===== src/shi_pkg.sv =====
package shi_pkg;
    // Command framing: instruction, address, one data word, MSB first
    localparam int         INSTR_W       = 8;
    localparam int         ADDR_W        = 8;
    localparam int         REG_W         = 16;
    localparam logic [7:0] CMD_READ      = 8'h03;
    localparam logic [7:0] CMD_WRITE     = 8'h02;
    localparam logic [5:0] INSTR_LAST    = 6'h07;
    localparam logic [5:0] ADDR_LAST     = 6'h0F;
    localparam logic [5:0] FRAME_LAST    = 6'h1F;
    localparam logic [5:0] FRAME_BITS    = 6'h20;

    // Local mode word, written through the command port
    localparam logic [7:0]  MODE_ADDR        = 8'h00;
    localparam int          MODE_NATIVE_POS  = 11;
    localparam int          MODE_SHARE_POS   = 10;
    localparam logic [15:0] MODE_RESET       = 16'h0800;

    // Stream path: bytes packed four to a word, first byte in the top lane
    localparam int         BYTE_W         = 8;
    localparam int         FIFO_WIDTH     = 32;
    localparam int         FIFO_DEPTH     = 16;
    localparam int         FIFO_CW        = 5;
    localparam int         BYTES_PER_WORD = FIFO_WIDTH / BYTE_W;
    localparam int         SAFE_BYTES     = 32;
    localparam int         SAFE_WORDS     = SAFE_BYTES / BYTES_PER_WORD;
    // One word spare for a partly assembled word
    localparam logic [4:0] DATA_REQUEST_MAX_FILL  = 5'(FIFO_DEPTH - SAFE_WORDS - 1);
    localparam logic [2:0] BIT_LAST       = 3'h7;
    localparam logic [1:0] LANE_LAST      = 2'h3;

    // Pin synchroniser order {sck, si, cs_n, byte_sync, stream_clock, stream_serial_in}
    localparam int         SYNC_W   = 6;
    localparam logic [5:0] SYNC_RST = 6'h0C;

    typedef enum logic [1:0] {CMD_HDR, CMD_WDATA, CMD_RDATA, CMD_DONE} shi_cmd_e;
endpackage : shi_pkg


===== src/shi_fifo_if.sv =====
`timescale 1ns/100ps
interface shi_fifo_if #(parameter int W = 32, parameter int CW = 5);
    logic [W-1:0]  wdata;
    logic          wvalid;
    logic          wready;
    logic [W-1:0]  rdata;
    logic          rvalid;
    logic          rready;
    logic [CW-1:0] count;

    modport fifo (input wdata, wvalid, rready, output wready, rdata, rvalid, count);
    modport user (output wdata, wvalid, rready, input wready, rdata, rvalid, count);
endinterface : shi_fifo_if


===== src/shi_fifo.sv =====
`timescale 1ns/100ps
module shi_fifo #(
    parameter int WIDTH = 32,
    parameter int DEPTH = 16
) (
    input  wire logic clk_in,
    input  wire logic nrst_in,
    input  wire logic ce_in,
    shi_fifo_if.fifo  f
);
    localparam int AW = $clog2(DEPTH);
    localparam int CW = AW + 1;

    typedef struct packed {
        logic [DEPTH-1:0][WIDTH-1:0] mem;
        logic [AW-1:0]               wr;
        logic [AW-1:0]               rd;
        logic [CW-1:0]               cnt;
        logic [WIDTH-1:0]            odata;
        logic                        ovld;
    } shi_fifo_s;

    shi_fifo_s st;
    shi_fifo_s next_st;
    logic      push;
    logic      pop;

    // Registered output stage so the reader sees flop outputs only;
    // pointers wrap on their own, so DEPTH must be a power of two
    always_comb
    begin
        next_st = st;
        push = f.wvalid && (st.cnt != CW'(DEPTH));
        pop = (st.cnt != '0) && (!st.ovld || f.rready);
        if (st.ovld && f.rready)
            next_st.ovld = 1'b0;
        if (pop)
        begin
            next_st.odata = st.mem[st.rd];
            next_st.ovld = 1'b1;
            next_st.rd = st.rd + 1'b1;
        end
        if (push)
        begin
            next_st.mem[st.wr] = f.wdata;
            next_st.wr = st.wr + 1'b1;
        end
        next_st.cnt = st.cnt + CW'(push) - CW'(pop);
    end

    always_ff @(posedge clk_in or negedge nrst_in)
    begin
        if (!nrst_in)
            st <= '0;
        else if (ce_in)
            st <= next_st;
    end

    assign f.wready = (st.cnt != CW'(DEPTH));
    assign f.rdata = st.odata;
    assign f.rvalid = st.ovld;
    assign f.count = st.cnt;
endmodule : shi_fifo


===== src/shi_sync.sv =====
`timescale 1ns/100ps
module shi_sync #(
    parameter int           W   = 1,
    parameter logic [W-1:0] RST = '0
) (
    input  wire logic         clk_in,
    input  wire logic         nrst_in,
    input  wire logic         ce_in,
    input  wire logic [W-1:0] d_in,
    output logic      [W-1:0] q_out
);
    typedef struct packed {
        logic [W-1:0] s1;
        logic [W-1:0] s2;
    } shi_sync_s;

    shi_sync_s st;
    shi_sync_s next_st;

    // First stage feeds only the second stage
    always_comb
    begin
        next_st.s1 = d_in;
        next_st.s2 = st.s1;
    end

    always_ff @(posedge clk_in or negedge nrst_in)
    begin
        if (!nrst_in)
            st <= {RST, RST};
        else if (ce_in)
            st <= next_st;
    end

    assign q_out = st.s2;
endmodule : shi_sync


===== src/shi_top.sv =====
`timescale 1ns/100ps
module shi_top (
    input  wire logic                       CLK_IN,
    input  wire logic                       NRST_IN,
    input  wire logic                       CE_IN,
    input  wire logic                       SCK_IN,
    input  wire logic                       SI_IN,
    input  wire logic                       COMMAND_SELECT_N_IN,
    input  wire logic                       BYTE_SYNC_IN,
    input  wire logic                       STREAM_CLOCK_IN,
    input  wire logic                       STREAM_SERIAL_IN,
    input  wire logic [shi_pkg::REG_W-1:0]  REG_RDATA_IN,
    input  wire logic                       REG_DONE_IN,
    input  wire logic                       STREAM_READY_IN,
    output logic                            SO_OUT,
    output logic                            SO_OE_OUT,
    output logic                            DATA_REQUEST_OUT,
    output logic                            REG_WRITE_OUT,
    output logic                            REG_READ_OUT,
    output logic [shi_pkg::ADDR_W-1:0]      REG_ADDR_OUT,
    output logic [shi_pkg::REG_W-1:0]       REG_WDATA_OUT,
    output logic [shi_pkg::FIFO_WIDTH-1:0]  STREAM_DATA_OUT,
    output logic                            STREAM_VALID_OUT,
    output logic                            NATIVE_MODE_OUT,
    output logic                            SHARED_SELECT_OUT,
    output logic                            GENERAL_IO_TWO_OUT,
    output logic                            GENERAL_IO_THREE_OUT
);
    import shi_pkg::*;

    typedef struct packed {
        logic                  sck_d;
        logic                  stream_clock_d;
        logic                  byte_sync_d;
        shi_cmd_e              phase;
        logic [5:0]            cmd_cnt;
        logic [REG_W-1:0]      cmd_sh;
        logic [INSTR_W-1:0]    instr;
        logic [ADDR_W-1:0]     addr;
        logic [REG_W-1:0]      out_sh;
        logic                  load;
        logic                  so;
        logic                  so_oe;
        logic                  busy;
        logic                  reg_wr;
        logic                  reg_rd;
        logic [REG_W-1:0]      reg_wdata;
        logic [REG_W-1:0]      mode;
        logic [2:0]            st_cnt;
        logic                  st_act;
        logic [BYTE_W-1:0]     st_byte;
        logic [FIFO_WIDTH-1:0] asm_word;
        logic [1:0]            asm_n;
        logic                  word_vld;
        logic                  data_request;
        logic                  io_two;
        logic                  io_three;
    } shi_top_s;

    shi_top_s st;
    shi_top_s next_st;

    logic [SYNC_W-1:0] pins;
    logic              sck;
    logic              si;
    logic              cs_n;
    logic              byte_sync;
    logic              stream_clock;
    logic              stream_serial_in;
    logic              sck_rise;
    logic              sck_fall;
    logic              stream_clock_rise;
    logic              native;
    logic              share;
    logic [4:0]        fill;

    shi_fifo_if #(.W(FIFO_WIDTH), .CW(FIFO_CW)) fq ();

    // Every serial pin is foreign to CLK_IN, including the serial clocks
    shi_sync #(.W(SYNC_W), .RST(SYNC_RST)) u_sync (
        .clk_in  (CLK_IN),
        .nrst_in (NRST_IN),
        .ce_in   (CE_IN),
        .d_in    ({SCK_IN, SI_IN, COMMAND_SELECT_N_IN, BYTE_SYNC_IN,
                   STREAM_CLOCK_IN, STREAM_SERIAL_IN}),
        .q_out   (pins)
    );

    shi_fifo #(.WIDTH(FIFO_WIDTH), .DEPTH(FIFO_DEPTH)) u_fifo (
        .clk_in  (CLK_IN),
        .nrst_in (NRST_IN),
        .ce_in   (CE_IN),
        .f       (fq.fifo)
    );

    // Decoded pins and clock edges, all from synchronised levels
    assign {sck, si, cs_n, byte_sync, stream_clock, stream_serial_in} = pins;
    assign sck_rise = sck && !st.sck_d;
    assign sck_fall = !sck && st.sck_d;
    assign stream_clock_rise = stream_clock && !st.stream_clock_d;
    assign native = st.mode[MODE_NATIVE_POS];
    assign share = st.mode[MODE_SHARE_POS];
    assign fill = fq.count + 5'(st.word_vld);

    // Next-state logic for both ports and the request flag
    always_comb
    begin
        logic       take;
        logic       bitv;
        logic       restart;
        logic       sel_n;
        logic       byte_done;
        logic [2:0] cur;
        take = 1'b0;
        bitv = si;
        restart = 1'b0;
        sel_n = 1'b1;
        byte_done = 1'b0;
        cur = st.st_cnt;
        next_st = st;
        next_st.sck_d = sck;
        next_st.stream_clock_d = stream_clock;
        next_st.reg_wr = 1'b0;
        next_st.reg_rd = 1'b0;
        // Completion clears first, so a new command in the same cycle wins
        if (REG_DONE_IN)
            next_st.busy = 1'b0;

        // Command port, paced by serial clock edges
        if (cs_n)
        begin
            next_st.phase = CMD_HDR;
            next_st.cmd_cnt = '0;
            next_st.load = 1'b0;
            next_st.so = 1'b0;
            next_st.so_oe = 1'b0;
        end
        else
        begin
            if (sck_rise && st.cmd_cnt != FRAME_BITS)
            begin
                next_st.cmd_cnt = st.cmd_cnt + 6'h01;
                next_st.cmd_sh = {st.cmd_sh[REG_W-2:0], si};
                case (st.phase)
                    CMD_HDR:
                    begin
                        if (st.cmd_cnt == INSTR_LAST)
                        begin
                            next_st.instr = {st.cmd_sh[6:0], si};
                            // Unknown instructions are ignored to frame end
                            if (next_st.instr != CMD_READ && next_st.instr != CMD_WRITE)
                                next_st.phase = CMD_DONE;
                        end
                        if (st.cmd_cnt == ADDR_LAST)
                        begin
                            next_st.addr = {st.cmd_sh[6:0], si};
                            if (st.instr == CMD_READ)
                            begin
                                next_st.phase = CMD_RDATA;
                                next_st.reg_rd = 1'b1;
                                next_st.load = 1'b1;
                                next_st.busy = 1'b1;
                            end
                            else
                                next_st.phase = CMD_WDATA;
                        end
                    end
                    CMD_WDATA:
                    begin
                        if (st.cmd_cnt == FRAME_LAST)
                        begin
                            next_st.reg_wdata = {st.cmd_sh[REG_W-2:0], si};
                            next_st.reg_wr = 1'b1;
                            next_st.busy = 1'b1;
                            next_st.phase = CMD_DONE;
                            if (st.addr == MODE_ADDR)
                                next_st.mode = next_st.reg_wdata;
                        end
                    end
                    default:
                        ;
                endcase
            end
            // Read data leaves on falling edges; writes never enable SO
            if (sck_fall && st.phase == CMD_RDATA)
            begin
                next_st.so_oe = 1'b1;
                next_st.load = 1'b0;
                if (st.load)
                begin
                    next_st.so = REG_RDATA_IN[REG_W-1];
                    next_st.out_sh = {REG_RDATA_IN[REG_W-2:0], 1'b0};
                end
                else
                begin
                    next_st.so = st.out_sh[REG_W-1];
                    next_st.out_sh = {st.out_sh[REG_W-2:0], 1'b0};
                end
            end
        end

        // Stream port bit sampling
        if (native)
        begin
            sel_n = share ? !cs_n : byte_sync;
            if (sel_n)
                next_st.st_cnt = '0;
            else if (sck_rise)
                take = 1'b1;
        end
        else
        begin
            bitv = stream_serial_in;
            if (stream_clock_rise)
            begin
                next_st.byte_sync_d = byte_sync;
                // A sync rise restarts the byte even mid-byte
                if (byte_sync && (!st.st_act || !st.byte_sync_d))
                begin
                    restart = 1'b1;
                    take = 1'b1;
                    next_st.st_act = 1'b1;
                end
                else if (st.st_act && (!share || byte_sync))
                    take = 1'b1;
            end
        end
        if (take)
        begin
            cur = restart ? 3'h0 : st.st_cnt;
            next_st.st_byte = {st.st_byte[BYTE_W-2:0], bitv};
            if (cur == BIT_LAST)
            begin
                byte_done = 1'b1;
                next_st.st_cnt = '0;
                if (!native)
                    next_st.st_act = byte_sync;
            end
            else
                next_st.st_cnt = cur + 3'h1;
        end

        // Word assembly; a full queue holds the word and stalls packing
        if (st.word_vld && fq.wready)
            next_st.word_vld = 1'b0;
        if (byte_done && !next_st.word_vld)
        begin
            next_st.asm_word = {st.asm_word[FIFO_WIDTH-BYTE_W-1:0], next_st.st_byte};
            next_st.asm_n = st.asm_n + 2'h1;
            if (st.asm_n == LANE_LAST)
                next_st.word_vld = 1'b1;
        end

        // One request flag for both ports, recomputed every cycle even mid-byte
        next_st.data_request = !next_st.busy && (fill <= DATA_REQUEST_MAX_FILL);

        // Spare pins report their level in native mode only
        next_st.io_two = native && stream_clock;
        next_st.io_three = native && stream_serial_in;
    end

    always_ff @(posedge CLK_IN or negedge NRST_IN)
    begin
        if (!NRST_IN)
        begin
            st <= '0;
            st.mode <= MODE_RESET;
        end
        else if (CE_IN)
            st <= next_st;
    end

    // Port wiring
    assign fq.wdata = st.asm_word;
    assign fq.wvalid = st.word_vld;
    assign fq.rready = STREAM_READY_IN;
    assign STREAM_DATA_OUT = fq.rdata;
    assign STREAM_VALID_OUT = fq.rvalid;
    assign SO_OUT = st.so;
    assign SO_OE_OUT = st.so_oe;
    assign DATA_REQUEST_OUT = st.data_request;
    assign REG_WRITE_OUT = st.reg_wr;
    assign REG_READ_OUT = st.reg_rd;
    assign REG_ADDR_OUT = st.addr;
    assign REG_WDATA_OUT = st.reg_wdata;
    assign NATIVE_MODE_OUT = native;
    assign SHARED_SELECT_OUT = share;
    assign GENERAL_IO_TWO_OUT = st.io_two;
    assign GENERAL_IO_THREE_OUT = st.io_three;
endmodule : shi_top

===== config.mk =====
export PLATFORM = sky130hd
export DESIGN_NAME = shi_top
export DESIGN_NICKNAME = d
export VERILOG_FILES = /design/src/shi_pkg.sv /design/src/shi_fifo_if.sv /design/src/shi_fifo.sv /design/src/shi_sync.sv /design/src/shi_top.sv
export SDC_FILE = /design/constraint.sdc
export NUM_CORES = 1
export LEC_CHECK = 0
export BUFFER_PORTS_ARGS = -buffer_cell sky130_fd_sc_hd__buf_2
export CORE_MARGIN = 2
export CORE_UTILIZATION = 50
export CTS_BUF_LIST = sky130_fd_sc_hd__clkbuf_2 sky130_fd_sc_hd__clkbuf_4 sky130_fd_sc_hd__clkbuf_8
export CTS_CLUSTER_DIAMETER = 40
export DETAILED_ROUTE_END_ITERATION = 16
export GPL_TIMING_DRIVEN = 0
export PLACE_DENSITY = 0.65
export SYNTH_ARGS = -nofsm -noshare
export SYNTH_HDL_FRONTEND = slang
export SYNTH_SLANG_ARGS = --single-unit

===== constraint.sdc =====
create_clock -name CLK_IN -period 3.67 [get_ports CLK_IN]
set_input_delay 0.5505 -clock CLK_IN [delete_from_list [all_inputs] [get_ports CLK_IN]]
set_output_delay 0.5505 -clock CLK_IN [all_outputs]
set_load 0.005 [all_outputs]

; ---- Yosys cells after proc, flatten, opt, wreduce, memory -nomap -nowiden
; Index checks and enable logic that the tools add are counted.
[word_totals]
register_bits = 717
elab_cells = 202
inputBits = 27
[classes]
muxes = 66
n_eq_ne = 15
order_cmp = 4
reduce_logical = 58
bitwise_logic = 2
n_addsub = 8
[ops]
columns = op, n
row1 = 512-bit bitwise mux, 1
row2 = 32-bit binary-select mux with 4-bit select, 1
row3 = 32-bit demux with 4-bit select, 1
row4 = 32-bit 2-to-1 mux, 4
row5 = 35-bit 2-to-1 mux, 2
row6 = 16-bit 2-to-1 mux, 3
row7 = 40-bit 2-to-1 mux, 1
row8 = 1-bit 2-to-1 mux, 35
row9 = 8-bit 2-to-1 mux, 3
row10 = 5-bit AND reduction, 4
row11 = 3-bit 2-to-1 mux, 6
row12 = 1-bit logical AND, 16
row13 = 8-bit by 2-bit inequality test with 1-bit output (second input constant), 2
row14 = 3-bit nonzero test, 5
row15 = 12-bit 2-to-1 mux, 1
row16 = 2-bit 2-to-1 mux, 6
row17 = 2-bit AND reduction, 6
row18 = 3-bit AND reduction, 4
row19 = 6-bit AND reduction, 2
row20 = 5-bit by 1-bit adder with 5-bit output, 2
row21 = 1-bit zero test, 10
row22 = 4-bit by 5-bit less-than comparator with 1-bit output (second input constant), 2
row23 = 2-bit nonzero test, 5
row24 = 4-bit by 1-bit adder with 4-bit output (second input constant), 2
row25 = 24 further kinds, 29

; ---- Depth between registers and ports, before layout
[depth]
word_depth = 12
mapped_depth = 12
mapped_depth_nobuf = 12

; ---- Modules after synthesis
; From an unflattened synthesis, not the netlist that was laid out.
[unflattened]
cells_unflattened = 2045
hier_area_um2 = 31961.9
[modules_own_cells]
columns = module, instances, seq_area_each_um2, area_each_um2, cells_each
row1 = shi_fifo, 1, 13963.4, 25652.1, 1578
row2 = shi_top, 1, 3254.4, 5820.6, 442
row3 = shi_sync, 1, 305.3, 489.2, 25

; ---- Least setup slack after synthesis
; No wires, ideal clock.
[synth_path]
kind = register to register
from = register u_fifo.st, in the netlist u_fifo.f.count[3]
to = register u_fifo.st, in the netlist u_fifo.f.count[4]
setup_ns = 0.125
required_ns = 3.545
stages_incl_launch_ff = 13
path_buffers = 0
path_slack_ns = 1.009
arrival_ns = 2.536
cell_sequence = dfrtp_1 -> inv_1 -> ha_1 -> nor4b_1 -> or3_1 -> nand2_1 -> ha_1 -> fa_1 -> a21oi_1 -> o21bai_1 -> xnor2_1 -> nand2_1 -> xnor2_1
[synth_between]
elab_chain_cells = 4
[synth_rtl]
columns = item, line_no
row1 = "start, declared", shi_fifo.sv:23  ; shi_fifo_s st;
row2 = "start signal, assigned", shi_fifo.sv:56  ; st <= next_st;
row3 = 5-bit inequality test, shi_fifo.sv:33  ; push = f.wvalid && (st.cnt != CW'(DEPTH));
row4 = 1-bit logical AND, shi_fifo.sv:33
row5 = 5-bit by 1-bit adder with 5-bit output, shi_fifo.sv:48  ; next_st.cnt = st.cnt + CW'(push) - CW'(pop);
row6 = 5-bit by 1-bit subtractor with 5-bit output *, shi_fifo.sv:48
; Mark *: on every way between the ends. The rest lies on a longest branch, timed or not.
; A chain may end at the register's enable or synchronous reset.

; ---- Final worst setup path
[layout_path]
from = register u_fifo.st, in the netlist u_fifo.f.count[2]
to = register u_fifo.st, in the netlist u_fifo.f.rdata[20]
[layout_between]
elab_chain_cells = 3
[layout_rtl]
columns = item, line_no
row1 = 5-bit nonzero test, shi_fifo.sv:34  ; pop = (st.cnt != '0) && (!st.ovld || f.rready);
row2 = 1-bit logical AND, shi_fifo.sv:34
row3 = 2-bit AND reduction (no source line), --
; No other way between the ends.

==> flow_metrics.py <==
metrics = {
    "synth": {
        "synth-warning-count": 0,
        "synth-simple-area-share_pct": 2.87,
        "muxShareOfSynthArea_pct": 32.7,
        "synthCells": 2083,
        "synthArstFlopShare_pct": 100,
        "synth_fp_nets": 2130,
        "synth_seq_cells": 700,
        "yosysSeqAreaShare_pct": 55.6,
        "synthXorXnorAreaFrac_pct": 0.389,
        "synth_top_flop_cell": "dfrtp_1",
        "synth-adder-area-share_pct": 0.819,
        "synth_top_family_by_area": "multiplexers",
        "synthesis.area_sq_um": 31500,
        "synth_edf_count": 0,
        "synth_compound_area_share_pct": 3.24,
        "ys_types": 65,
        "syn_area_per_cell_sq_um": 15.1,
    },
    "placed_design": {
        "place_hpwl_um": 49500,
        "placed_cells_incl_taps": 3017,
        "placed_area_sq_um": 33200,
        "gp_congestion": 0.796,
        "place_worst_setup_slack_ns": 0.348,
        "io_buffers": 91,
    },
    "clock_tree": {
        "htree_levels": 4,
        "clk_latency_ns": 0.78,
        "tritoncts_num_sinks": 700,
        "root_buffer": "clkbuf_8",
        "cts_made_buffers": 130,
        "cts_resized": 0,
        "post_cts_buffers": 0,
        "cts_hold_buf": 8,
        "path_clk_slew_ns": 0.06,
        "cts_tree": "done",
        "cts_buffer_depth": 3,
    },
    "global_route": {
        "grt_pass1_vias": 20100,
        "antenna_found_initial": 1,
        "grt_max_degree": 130,
        "grt_pass1_wl_um": 121000,
        "track_usage_pct": 25.3,
        "grt_overflow": 0,
    },
    "hold_path": {
        "worstHoldPathType": "primary input to register",
    },
    "drt": {
        "wirelength_um": 78700,
        "remaining_drc_errors": 0,
        "drt_iter0_markers": 1266,
        "first_pass_iters": 5,
        "via_per_inst": 5.77,
        "wl_per_cell_um": 24.2,
        "dr_total_vias": 18800,
        "postRouteAntennaNets": 0,
    },
    "timing": {
        "slew_headroom_pct": 19.3,
        "clock.fmax_mhz": 332,
        "post-route-period-util_pct": 82.0,
        "worst_pin_slew_ns": 1.21,
        "setup_viol": 0,
        "rsz0062_at_grt": "no",
        "report.final.slew_viol_count": 0,
        "fin_skew_ns": 0.0338,
        "worst_slack_ns": 0.661,
        "hold_viol": 0,
        "layout_min_cycle_time_ns": 3.01,
    },
    "layout": {
        "drive_above_1_share_pct": 51.6,
        "design_area_sq_um": 36100,
        "nets": 2367,
        "post-route-util_pct": 58.3,
        "final_cells": 3255,
        "synthToLayoutAreaGrowth_pct": 14.6,
    },
    "worst_setup_path": {
        "critPathKind": "register to register",
        "crit_fanout": 10,
        "cp.arrival_ns": 3.61,
        "startpoint_type": "register",
        "critPathRequiredTime_ns": 4.27,
        "end_kind": "register",
    },
    "floorplanning": {
        "core-area_sq_um": 61900,
        "die_w_um": 255,
        "initial_core_util_pct": 50.8,
        "core.rowCount": 91,
        "die_h_um": 255,
        "dieArea_sq_um": 65000,
        "io_pins": 93,
    },
    "status": {
        "status": "finished, final reports clean",
    },
    "pwr": {
        "power_leakage_nw": 17.9,
        "cellPowerDensity_nw_per_um2": 571,
        "peakVddDrop_v": 0.000590,
        "p_total_w": 0.0206,
    },
    "job": {
        "drv_cap": 0,
    },
}
==> layer usage <==
metal  track usage, %  share of wire [%]  vias up
li1                 -                  -     8109
met1             34.8                 45     9988
met2             39.7                 47      513
met3             5.49                5.1      159
met4             9.77                3.0        0
met5                0                  0        -
==> synthesized netlist by cell type, types with 4 or more instances <==
library cell  instances  area [sq um]
buf_2                38           190
nor2b_1               7          43.8
ha_1                 19           238
o21ai_0              34           170
nor2_1               19          71.3
nor4_1                4          25.0
xor2_1                4          35.0
o22ai_1              65           407
nand4_1               7          43.8
buf_6                10           113
nand3_2               8          80.1
mux4_2              128          2880
inv_1                18          67.6
mux2i_1              15           150
dfstp_2               5           131
xnor2_1              10          87.6
dfrtp_1             695         17400
mux2_2              596          6710
nand3_1              10          50.1
clkbuf_1             65           244
mux2_1                8          90.1
buf_4                87           653
a21oi_1              44           220
buf_1                 8          30.0
nand2_1              88           330
and2_1                4          25.0
mux2_4               30           450
a22o_1                5          43.8
==> worst max-delay path, stage by stage (launching register included) <==
cell and delay [ns]:
dfrtp_1 0.43, inv_1 0.09, ha_1 0.22, nor4b_1 0.18, nor3_2 0.68, buf_2 0.42
clkbuf_1 0.67, a21oi_1 0.14
==> registers in the layout, indices dropped and copies added (netlist names), 5 cells and up, named ones only <==
name / count
u_fifo.f.count: 5
u_fifo.f.rdata: 32
st: 63
u_fifo.st: 520
u_sync.q_out: 6
fq.wdata: 32
u_sync.next_st: 6
REG_WDATA_OUT: 16
REG_ADDR_OUT: 8
==> metrics by stage <==
step           hold slack [ns]   TNS, ns
2_1_floorplan            0.255         0
3_3_place_gp             0.457  -8354.88
3_5_place_dp             0.399         0
4_1_cts                 0.0181         0
5_1_grt                 0.0597         0
6_report                0.0693         0
==> layout make-up <==
| cell class | instances | area, sq um |
|---|---|---|
| well taps | 837 | 1050 |
| fillers | 4958 | 25800 |
| multi-input cells | 1152 | 12600 |
| inverters | 19 | 71.3 |
| diodes | 1 | 2.50 |
| plain buffers | 212 | 1310 |
| flip-flops and latches | 700 | 17500 |
| clock buffers | 199 | 2460 |
| repair buffers | 105 | 711 |
| clock inverters | 30 | 387 |
==> logic make-up (layout without fill, tap and decap cells) <==
| family | after synthesis | after routing |
|---|---|---|
| mux | 777 | 777 |
| flops | 700 | 700 |
| buf+inv | 231 | 565 |
| simple gates | 172 | 172 |
| compound gates | 169 | 169 |
| fa+ha+maj | 20 | 20 |
| xor+xnor | 14 | 14 |
| other cells | 0 | 1 |
==> worst paths after layout <==
| check | from | end | slack [ns] | cells after the start |
|---|---|---|---|---|
| max | u_fifo.f.count[2] | u_fifo.f.rdata[20] | 0.66 | 7 |
| min | REG_RDATA_IN[9] | st[98] | 0.07 | 3 |
| max reg2reg | u_fifo.f.count[2] | u_fifo.f.rdata[20] | 0.66 | 7 |
| min reg2reg | st[4] | st[4] | 0.47 | 1 |
| max in group asynchronous | NRST_IN | u_fifo.st[224] | 1.62 | 5 |
| min in group asynchronous | NRST_IN | st[95] | 0.21 | 2 |
==> report_power, final <==
| group | switching, W | internal (W) |
|---|---|---|
| Combinational | 0.00236 | 0.00163 |
| Clock | 0.00331 | 0.00485 |
| Sequential | 0.000378 | 0.00810 |
==> placed cells by master, fill, tap and decap left out, types with 6 or more instances in the layout <==
cell,netlist,routed
xnor2_1,10,10
nand2_1,88,88
nor2_1,19,19
mux2_2,596,596
o22ai_1,65,65
mux2i_1,15,15
dlygate4sd3_1,0,8
nand4_1,7,7
bufinv_16,0,8
nand3_1,10,10
ha_1,19,19
clkinv_2,0,11
nor2b_1,7,7
buf_1,8,8
clkbuf_4,0,44
mux2_4,30,30
clkbuf_1,65,65
nand3_2,8,8
buf_2,38,128
mux4_2,128,128
dfrtp_1,695,695
buf_4,87,87
buf_6,10,10
mux2_1,8,8
inv_1,18,18
buf_16,0,6
clkbuf_8,0,155
o21ai_0,34,34
a21oi_1,44,44
clkinvlp_4,0,6
(Power assumes the default switching activity.)
